### src/dpspi_regs.svh
// Register map, field positions, reset values and timing of the pot SPI port
`ifndef DPSPI_REGS_SVH
`define DPSPI_REGS_SVH

// ****************************************************************
// Register addresses
// ****************************************************************
`define DPSPI_ADDR_POT0        4'h0
`define DPSPI_ADDR_POT1        4'h1
`define DPSPI_ADDR_LAST        4'h6
`define DPSPI_ADDR_ACCESS_CTRL 4'h8
`define DPSPI_ADDR_FIRST       4'h0

// ****************************************************************
// Instruction byte
// ****************************************************************
`define DPSPI_OP_READ          4'hB
`define DPSPI_OP_WRITE         4'hC
`define DPSPI_OP_MSB           7
`define DPSPI_OP_LSB           4
`define DPSPI_ADDR_MSB         3
`define DPSPI_ADDR_LSB         0

// ****************************************************************
// Access control fields and reset values
// ****************************************************************
`define DPSPI_BIT_BANK         7
`define DPSPI_BIT_SHUTDOWN_CONTROL         6
`define DPSPI_RST_BANK         1'b0
`define DPSPI_RST_SHUTDOWN_CONTROL         1'b1
`define DPSPI_ACR_LOW_ZERO     5'h00
`define DPSPI_RST_WIPER        8'h40
`define DPSPI_RST_POWER_UP     8'h40
`define DPSPI_UNMAPPED_DATA    8'h00
`define DPSPI_ID_DEFAULT       8'h3A

// ****************************************************************
// Serial framing and timing
// ****************************************************************
`define DPSPI_BIT_FIRST        3'h0
`define DPSPI_BIT_LAST         3'h7
`define DPSPI_NV_WRITE_MS      20
`define DPSPI_CLK_MHZ          100
`define DPSPI_NV_WRITE_CYCLES  (`DPSPI_NV_WRITE_MS * `DPSPI_CLK_MHZ * 1000)

`endif

### src/dpspi_pkg.sv
// Types shared by the pot SPI port
package dpspi_pkg;

  // Pins coming from outside the clock domain
  typedef struct packed {
    logic sck;
    logic cs_n;
    logic sdi;
    logic shutdown_control_n;
  } dpspi_pins_t;

  // Writable access control fields
  typedef struct packed {
    logic bank;
    logic shutdown_control;
  } dpspi_acr_t;

  typedef enum logic [2:0] {
    ST_IDLE,
    ST_ID,
    ST_INSTR,
    ST_READ,
    ST_WRITE,
    ST_IGNORE
  } dpspi_state_t;

endpackage

### src/dpspi_top.sv
// SPI register port of a dual digital pot, read path with prefetch buffer
// Behaviour
// RULE1: Read is ID, instruction, then dummy bytes
// RULE2: Host samples output data on falling clock
// RULE3: Host ends a read by raising select
// RULE4: Data keeps shifting while clock runs selected
// RULE5: Pointer loads from address, advances per byte
// RULE6: Pointer wraps to zero after location six
// RULE7: Host checks pending flag before power-up readback
// RULE8: Address eight is control, zero/one pots
// RULE9: Bank bit set reaches wipers only
// RULE10: Bank bit clear reaches power-up values
// RULE11: Power-up value write also loads wiper
// RULE12: Power-up value read leaves wiper alone
// RULE13: Written power-up value restored at power-up
// RULE14: Host writes 40h to control before programming
// RULE15: Host sets bank bit before reading wiper
// RULE16: Instruction is opcode high, address low
// RULE17: Opcode 1011 reads, unknown codes invalid
// RULE18: Control bit five flags non-volatile write busy
// RULE19: Output released while select is high
// RULE20: Dummy bytes alter no register
// RULE21: Output silent during ID and instruction bytes
`timescale 1ns/1ps
`include "dpspi_regs.svh"

module dpspi_top #(
  // Identification byte; value is arbitrary
  parameter logic [7:0] DEV_ID          = `DPSPI_ID_DEFAULT,
  parameter int         NV_WRITE_CYCLES = `DPSPI_NV_WRITE_CYCLES,
  parameter int         FIFO_WIDTH      = 8,
  parameter int         FIFO_DEPTH      = 2
) (
  // Clock and reset
  input  wire logic                 clk_i,
  input  wire logic                 rst_i,
  input  wire logic                 recall_i,
  // Serial pins
  input  wire dpspi_pkg::dpspi_pins_t pins_i,
  output logic                      sdo_o,
  output logic                      sdo_oe_o,
  // Pot side
  output logic [7:0]                wiper0_o,
  output logic [7:0]                wiper1_o,
  output logic                      shutdown_o,
  output logic                      nv_write_pending_o
);
  import dpspi_pkg::*;

  localparam int PW = (FIFO_DEPTH > 1) ? $clog2(FIFO_DEPTH) : 1;
  localparam int CW = $clog2(FIFO_DEPTH + 1);
  localparam int NW = $clog2(NV_WRITE_CYCLES + 1);
  localparam logic [PW-1:0] PTR_LAST = PW'(FIFO_DEPTH - 1);
  localparam logic [CW-1:0] CNT_FULL = CW'(FIFO_DEPTH);
  localparam logic [NW-1:0] NV_LOAD  = NW'(NV_WRITE_CYCLES);

  // ****************************************************************
  // Pin synchronisers and edge finding
  // ****************************************************************
  localparam dpspi_pins_t PINS_IDLE = '{sck: 1'b0, cs_n: 1'b1,
                                        sdi: 1'b0, shutdown_control_n: 1'b1};
  dpspi_pins_t pin1_reg;
  dpspi_pins_t pin2_reg;
  dpspi_pins_t pin3_reg;

  always_ff @(posedge clk_i) begin
    if (rst_i) begin
      pin1_reg <= PINS_IDLE;
      pin2_reg <= PINS_IDLE;
      pin3_reg <= PINS_IDLE;
    end else begin
      pin1_reg <= pins_i;
      pin2_reg <= pin1_reg;
      pin3_reg <= pin2_reg;
    end
  end

  logic sck_rise;
  logic sck_fall;
  logic cs_fall;
  logic cs_rise;
  logic selected;

  assign sck_rise = pin2_reg.sck & ~pin3_reg.sck;
  assign sck_fall = ~pin2_reg.sck & pin3_reg.sck;
  assign cs_fall  = ~pin2_reg.cs_n & pin3_reg.cs_n;
  assign cs_rise  = pin2_reg.cs_n & ~pin3_reg.cs_n;
  assign selected = ~pin2_reg.cs_n;

  // ****************************************************************
  // Two-entry read prefetch buffer
  // ****************************************************************
  // Register reads run ahead of the shifter; a slow clock stalls the fill
  logic [FIFO_WIDTH-1:0] fifo_mem [FIFO_DEPTH];
  logic [PW-1:0]         wr_ptr_reg;
  logic [PW-1:0]         wr_ptr_next;
  logic [PW-1:0]         rd_ptr_reg;
  logic [PW-1:0]         rd_ptr_next;
  logic [CW-1:0]         count_reg;
  logic [CW-1:0]         count_next;
  logic                  push_valid;
  logic                  push_ready;
  logic [FIFO_WIDTH-1:0] push_data;
  logic                  pop_valid;
  logic                  pop_ready;
  logic [FIFO_WIDTH-1:0] pop_data;
  logic                  push_fire;
  logic                  pop_fire;

  assign push_ready = (count_reg != CNT_FULL);
  assign pop_valid  = (count_reg != '0);
  assign pop_data   = fifo_mem[rd_ptr_reg];
  assign push_fire  = push_valid & push_ready;
  assign pop_fire   = pop_valid & pop_ready;

  always_comb begin
    wr_ptr_next = wr_ptr_reg;
    rd_ptr_next = rd_ptr_reg;
    count_next  = count_reg;
    if (!selected) begin
      // Stale prefetch must not leak into the next frame
      wr_ptr_next = '0;
      rd_ptr_next = '0;
      count_next  = '0;
    end else begin
      if (push_fire) begin
        wr_ptr_next = (wr_ptr_reg == PTR_LAST) ? '0 : PW'(wr_ptr_reg + 1'b1);
      end
      if (pop_fire) begin
        rd_ptr_next = (rd_ptr_reg == PTR_LAST) ? '0 : PW'(rd_ptr_reg + 1'b1);
      end
      if (push_fire && !pop_fire) begin
        count_next = CW'(count_reg + 1'b1);
      end else if (pop_fire && !push_fire) begin
        count_next = CW'(count_reg - 1'b1);
      end
    end
  end

  always_ff @(posedge clk_i) begin
    if (rst_i) begin
      wr_ptr_reg <= '0;
      rd_ptr_reg <= '0;
      count_reg  <= '0;
    end else begin
      wr_ptr_reg <= wr_ptr_next;
      rd_ptr_reg <= rd_ptr_next;
      count_reg  <= count_next;
    end
  end

  always_ff @(posedge clk_i) begin
    if (push_fire) begin
      fifo_mem[wr_ptr_reg] <= push_data;
    end
  end

  // ****************************************************************
  // Serial protocol and register file
  // ****************************************************************
  dpspi_state_t state_reg;
  dpspi_state_t state_next;
  logic [2:0]   bit_cnt_reg;
  logic [2:0]   bit_cnt_next;
  logic [7:0]   rx_reg;
  logic [7:0]   rx_next;
  logic [3:0]   ptr_reg;
  logic [3:0]   ptr_next;
  logic [7:0]   wiper_reg [2];
  logic [7:0]   wiper_next [2];
  logic [7:0]   nv_reg [2];
  logic [7:0]   nv_next [2];
  dpspi_acr_t   acr_reg;
  dpspi_acr_t   acr_next;
  logic [NW-1:0] pend_reg;
  logic [NW-1:0] pend_next;
  logic         dirty_reg;
  logic         dirty_next;
  logic [7:0]   tx_reg;
  logic [7:0]   tx_next;
  logic [2:0]   tx_cnt_reg;
  logic [2:0]   tx_cnt_next;
  logic         tx_on_reg;
  logic         tx_on_next;
  logic         sdo_oe_reg;
  logic         sdo_oe_next;
  logic         shut_reg;
  logic         shut_next;
  logic         pending;
  logic [7:0]   rd_data;

  assign pending = (pend_reg != '0);

  function automatic logic [3:0] ptr_advance(input logic [3:0] a);
    // Past the last location, control included, reads start over
    ptr_advance = (a >= `DPSPI_ADDR_LAST) ? `DPSPI_ADDR_FIRST
                                         : 4'(a + 4'h1); // see RULE6
  endfunction

  always_comb begin
    // Read mux follows the bank bit
    unique case (ptr_reg)
      `DPSPI_ADDR_POT0,
      `DPSPI_ADDR_POT1:
        rd_data = acr_reg.bank ? wiper_reg[ptr_reg[0]]  // see RULE9
                               : nv_reg[ptr_reg[0]];    // see RULE10
      `DPSPI_ADDR_ACCESS_CTRL:
        rd_data = {acr_reg.bank, acr_reg.shutdown_control, pending,
                   `DPSPI_ACR_LOW_ZERO};                // see RULE8 RULE18
      default:
        rd_data = `DPSPI_UNMAPPED_DATA;
    endcase
  end

  assign push_valid = (state_reg == ST_READ) & selected;
  assign push_data  = rd_data;
  assign pop_ready  = selected & ~cs_fall & sck_fall &
                      (state_reg == ST_READ) &
                      (tx_cnt_reg == `DPSPI_BIT_FIRST);

  always_comb begin
    state_next  = state_reg;
    bit_cnt_next = bit_cnt_reg;
    rx_next     = rx_reg;
    ptr_next    = ptr_reg;
    wiper_next  = wiper_reg;
    nv_next     = nv_reg;
    acr_next    = acr_reg;
    pend_next   = pend_reg;
    dirty_next  = dirty_reg;
    tx_next     = tx_reg;
    tx_cnt_next = tx_cnt_reg;
    tx_on_next  = tx_on_reg;
    shut_next   = ~(acr_reg.shutdown_control | pin2_reg.shutdown_control_n);

    if (pending) begin
      pend_next = NW'(pend_reg - 1'b1);
    end
    // Programming time starts when the frame closes
    if (cs_rise && dirty_reg) begin
      pend_next  = NV_LOAD;                             // see RULE18
      dirty_next = 1'b0;
    end
    if (recall_i) begin
      wiper_next = nv_reg;                              // see RULE13
    end
    // Pointer moves as each byte enters the buffer
    if (push_fire) begin
      ptr_next = ptr_advance(ptr_reg);                  // see RULE5
    end

    if (!selected) begin
      state_next = ST_IDLE;
      tx_on_next = 1'b0;                                // see RULE19
    end else if (cs_fall) begin
      state_next   = ST_ID;                             // see RULE1
      bit_cnt_next = `DPSPI_BIT_FIRST;
      tx_cnt_next  = `DPSPI_BIT_FIRST;
      tx_on_next   = 1'b0;                              // see RULE21
    end else begin
      if (sck_rise) begin
        rx_next      = {rx_reg[6:0], pin2_reg.sdi};
        bit_cnt_next = 3'(bit_cnt_reg + 3'h1);
        if (bit_cnt_reg == `DPSPI_BIT_LAST) begin
          unique case (state_reg)
            ST_ID:
              state_next = (rx_next == DEV_ID) ? ST_INSTR : ST_IGNORE;
            ST_INSTR: begin
              ptr_next = rx_next[`DPSPI_ADDR_MSB:`DPSPI_ADDR_LSB]; // see RULE16
              unique case (rx_next[`DPSPI_OP_MSB:`DPSPI_OP_LSB])
                `DPSPI_OP_READ:  state_next = ST_READ;   // see RULE17
                `DPSPI_OP_WRITE: state_next = ST_WRITE;
                default:         state_next = ST_IGNORE;
              endcase
            end
            ST_WRITE: begin
              // Busy programming locks every register
              if (!pending) begin
                unique case (ptr_reg)
                  `DPSPI_ADDR_POT0,
                  `DPSPI_ADDR_POT1: begin
                    wiper_next[ptr_reg[0]] = rx_next;     // see RULE9 RULE11
                    if (!acr_reg.bank) begin
                      nv_next[ptr_reg[0]] = rx_next;      // see RULE10 RULE13
                      dirty_next = 1'b1;
                    end
                  end
                  `DPSPI_ADDR_ACCESS_CTRL: begin
                    acr_next.bank = rx_next[`DPSPI_BIT_BANK];
                    acr_next.shutdown_control = rx_next[`DPSPI_BIT_SHUTDOWN_CONTROL];
                  end
                  default: ;
                endcase
              end
              ptr_next = ptr_advance(ptr_reg);
            end
            // Dummy bytes of a read are dropped here
            default: ;                                    // see RULE20
          endcase
        end
      end
      if (sck_fall && state_reg == ST_READ) begin
        tx_cnt_next = 3'(tx_cnt_reg + 3'h1);              // see RULE4
        if (tx_cnt_reg == `DPSPI_BIT_FIRST) begin
          // Empty buffer releases the line rather than send junk
          tx_next    = pop_valid ? pop_data : '1;         // see RULE12
          tx_on_next = 1'b1;                              // see RULE21
        end else begin
          tx_next = {tx_reg[6:0], 1'b1};
        end
      end
    end
    // Open drain: pull low only for a zero bit
    sdo_oe_next = tx_on_next & ~tx_next[7] & selected;   // see RULE19
  end

  always_ff @(posedge clk_i) begin
    if (rst_i) begin
      state_reg   <= ST_IDLE;
      bit_cnt_reg <= `DPSPI_BIT_FIRST;
      rx_reg      <= '0;
      ptr_reg     <= `DPSPI_ADDR_FIRST;
      wiper_reg   <= '{default: `DPSPI_RST_WIPER};
      nv_reg      <= '{default: `DPSPI_RST_POWER_UP};
      acr_reg     <= '{bank: `DPSPI_RST_BANK, shutdown_control: `DPSPI_RST_SHUTDOWN_CONTROL};
      pend_reg    <= '0;
      dirty_reg   <= 1'b0;
      tx_reg      <= '1;
      tx_cnt_reg  <= `DPSPI_BIT_FIRST;
      tx_on_reg   <= 1'b0;
      sdo_oe_reg  <= 1'b0;
      shut_reg    <= 1'b0;
    end else begin
      state_reg   <= state_next;
      bit_cnt_reg <= bit_cnt_next;
      rx_reg      <= rx_next;
      ptr_reg     <= ptr_next;
      wiper_reg   <= wiper_next;
      nv_reg      <= nv_next;
      acr_reg     <= acr_next;
      pend_reg    <= pend_next;
      dirty_reg   <= dirty_next;
      tx_reg      <= tx_next;
      tx_cnt_reg  <= tx_cnt_next;
      tx_on_reg   <= tx_on_next;
      sdo_oe_reg  <= sdo_oe_next;
      shut_reg    <= shut_next;
    end
  end

  // ****************************************************************
  // Outputs
  // ****************************************************************
  assign sdo_o              = 1'b0;
  assign sdo_oe_o           = sdo_oe_reg;
  assign wiper0_o           = wiper_reg[0];
  assign wiper1_o           = wiper_reg[1];
  assign shutdown_o         = shut_reg;
  assign nv_write_pending_o = pending;

endmodule

### config.mk
export PLATFORM = sky130hd
export DESIGN_NAME = dpspi_top
export DESIGN_NICKNAME = d
export VERILOG_FILES = /design/src/dpspi_pkg.sv /design/src/dpspi_top.sv
export VERILOG_INCLUDE_DIRS = /design/src /design/src/src
export SDC_FILE = /design/constraint.sdc
export NUM_CORES = 1
export LEC_CHECK = 0
export BUFFER_PORTS_ARGS = -buffer_cell sky130_fd_sc_hd__buf_4
export CORE_AREA = 8 8 110 112
export DETAILED_ROUTE_END_ITERATION = 10
export DIE_AREA = 0 0 118 120
export PLACE_DENSITY = 0.73
export RECOVER_POWER = 25
export SLEW_MARGIN = 10
export SYNTH_ARGS = -nofsm -noshare
export SYNTH_HDL_FRONTEND = slang
export SYNTH_SLANG_ARGS = --single-unit
### constraint.sdc
create_clock -name clk_i -period 2.75 [get_ports clk_i]
set_input_delay 0.1375 -clock clk_i [delete_from_list [all_inputs] [get_ports clk_i]]
set_output_delay 0.1375 -clock clk_i [all_outputs]
set_load 0.005 [all_outputs]
==> results by group <==
Run status
  – Status: finished, final reports clean

Pwr
  – Comb pwr share: 23.5%
  – Flop pwr share: 37.7%
  – Clk pwr share: 38.8%
  – Internal power contribution: 3.77 mW
  – Maximum VDD drop: 0.472 mV
  – LEAKAGE: 2.41 nW
  – Pwr Density: 854 nW/um^2
  – Switching share of power: 31.3%
  – Sw Pwr: 1.71 mW

Floorplan
  – Starting Density: 52.6%
  – Die width: 118 um
  – Die H: 120 um
  – Core Area: 10500 sq um
  – I/O Pins: 27
  – Row count: 38
  – Full die area: 14200 sq um

Setup path
  – Critical path's top delay family: simple AND/OR/NAND/NOR gates
  – CP max-delay cell: or4_4
  – FF-to-FF Start: bit_cnt_reg[1]
  – CP cell instances: ha_1 -> ha_1 -> nor4bb_1 -> nand4_2 -> or4_4 -> a211o_1
  – Arrival @ worst endpoint: 2.90 ns
  – CP Class: reg2reg
  – Worst endpoint required time: 3.16 ns
  – Nature of the critical path endpoint: flip-flop
  – R2R setup slack: 0.26 ns
  – CP Depth: 6
  – CP max stage delay: 0.66 ns
  – CP Launch Type: flip-flop
  – FF-to-FF End: nv_reg[14]
  – Crit path max fanout: 9
  – CP startpoint: bit_cnt_reg[1]
  – Most common cell on crit path: ha_1
  – Worst Setup EP: nv_reg[14]
  – Reg2reg path depth: 6
  – Crit path buffers/inverters: 0

Layout
  – Area delta synth->final: 16.2%
  – Util after Layout: 61.1%
  – Max reg flops: 21
  – Nets: 608
  – Commonest non-fill, non-tap cell in the layout: dfxtp_1
  – Ant diodes: 0
  – Layout fillers: 866
  – Layout cell share with drive strength beyond 1: 17.4%
  – Commonest non-fill, non-tap cells in the layout: dfxtp_1, nor2_1, mux2i_1

Logic synthesis
  – Post-synthesis cell count: 564
  – Syn Std Cell Area: 5530 sq um
  – Syn nets: 581
  – Main synth FF type: dfxtp_1
  – EDFF count, synth: 16
  – Mapped Avg Cell Area: 9.80 sq um
  – Count of cell types in the netlist: 65
  – Syn. warnings: 0
  – Part of the Yosys area used for sequential elements: 45.6%
  – Asr flop ratio synth: 0%
  – Seq cells post-synth: 118

Route
  – Wire length per cell: 16.6 um
  – DRC: 0
  – Drt via density: 5.79
  – Detail Route Antenna Nets: 0
  – 1st-iter DRT viols: 232
  – Drt total wl: 12300 um
  – Via count: 4311
  – Drt first pass iters: 4

Global route
  – Largest net degree at the start of global routing: 65
  – Global-route wire length before repair: 20700 um
  – Total gr overflow: 0
  – All-Layer GR Usage: 18.1%
  – Antenna violations before repair: 0
  – Vias in the first global route: 4174

Clocking
  – CTS tree: yes
  – Root Buffer: clkbuf_8
  – Cts bufs inserted: 17
  – Clk Latency, worst-skew pair: 0.52 ns
  – TritonCTS Sinks: 118
  – CTS Buffer Depth: 2
  – Post-CTS resize count: 0
  – Htree depth: 4
  – Number of post-CTS setup repair buffers: 0
  – Clock slew at reported path FFs: 0.06 ns
  – Hold Buf Count CTS: 4

STA
  – Final Hold Fails: 0
  – Worst slew margin: 53.5%
  – Minimum clock period after layout: 2.49 ns
  – # setup viols final: 0
  – Slew Limit Fails: 0
  – Worst clock skew: 0.00858 ns
  – Worst-Margin Slew: 0.696 ns
  – Post-route clock period utilization: 90.6%
  – Max Clock Freq: 402 MHz
  – Setup TNS: 0 ns
  – RSZ-0062 raised after global routing: no

Place
  – Post-DP HPWL: 8410 um
  – Gp weighted congestion: 0.800
  – Port bufs: 25

Worst hold path
  – Worst min path class: in2reg

Job
  – Maximum Capacitance Violations: 0
[final cells by class]
class / instances / area, sq um / share of cell area, %
multi-input combinational: 399 / 2800 / 43.6
tap: 140 / 175 / 2.73
clock buffer: 23 / 477 / 7.42
inverter: 12 / 45.0 / 0.701
timing repair buffer: 43 / 299 / 4.66
clock inverter: 9 / 100 / 1.56
sequential: 118 / 2520 / 39.3
[through the flow]
step / std cells / hold WS (ns) / instance area (sq um) / power, mW / setup slack, ns
floorplan: 564 / 0.241 / 5530 / 3.12 / 0.166
global placement: 708 / 0.327 / 5840 / 3.32 / 0.332
detailed placement: 708 / 0.327 / 5840 / 3.36 / 0.242
CTS: 744 / 0.107 / 6450 / 5.51 / 0.218
global route: 744 / 0.114 / 6420 / 5.75 / 0.151
finish: 744 / 0.115 / 6420 / 5.49 / 0.260
[cells in the mapped netlist, types with 11 or more instances]
master	count	area, sq um
dfxtp_1	102	2040
nor2_1	68	255
mux2i_1	40	400
nand2_1	30	113
a21oi_1	26	130
nor2b_1	24	150
clkbuf_1	23	86.3
edfxtp_1	16	480
nand3_1	15	75.1
o21ai_0	15	75.1
or2_2	15	93.8
inv_1	12	45.0
nor3_1	11	55.1
xor2_1	11	96.3
[power by group through the flow]
stage               sequential (mW)  clock [mW]  combinational, mW
global placement               2.09           0               1.24
global route                   2.09        2.23               1.43
CTS                            2.07        2.16               1.28
floorplan                      2.06           0               1.06
detailed placement             2.10           0               1.26
finish                         2.07        2.13               1.29
[layer usage]
layer | up-vias | global-route usage, % | routed length (um)
met5 | - | 0 | 0
met4 | 0 | 7.69 | 236
li1 | 2087 | - | -
met2 | 109 | 31.0 | 6090
met3 | 24 | 5.45 | 672
met1 | 2091 | 20.7 | 5330
[worst min path at each step]
stage               startpoint           to  slack [ns]  depth (start not counted)
floorplan            pins_i[0]  pin1_reg[0]        0.24                          1
CTS                      rst_i   nv_reg[13]        0.11                          2
detailed placement   pins_i[2]  pin1_reg[2]        0.33                          2
finish                   rst_i   nv_reg[13]        0.11                          2
global route          recall_i  wiper0_o[2]        0.11                          3
global placement     pins_i[2]  pin1_reg[2]        0.33                          2
[cell families (layout without fill, tap and decap cells)]
kind of cell,Yosys count,count (layout),share of synthesized area [%]
AO/OA/AOI/OAI,93,93,11.1
XOR/XNOR,16,16,2.54
adder cells (fa/ha/maj),10,10,2.26
buffers and inverters,47,87,3.67
flip-flops,118,118,45.6
multiplexers,56,56,12.1
other,1,1,0.0678
AND/OR/NAND/NOR,223,223,22.6
Note: power is estimated with default switching activity, not from simulation.
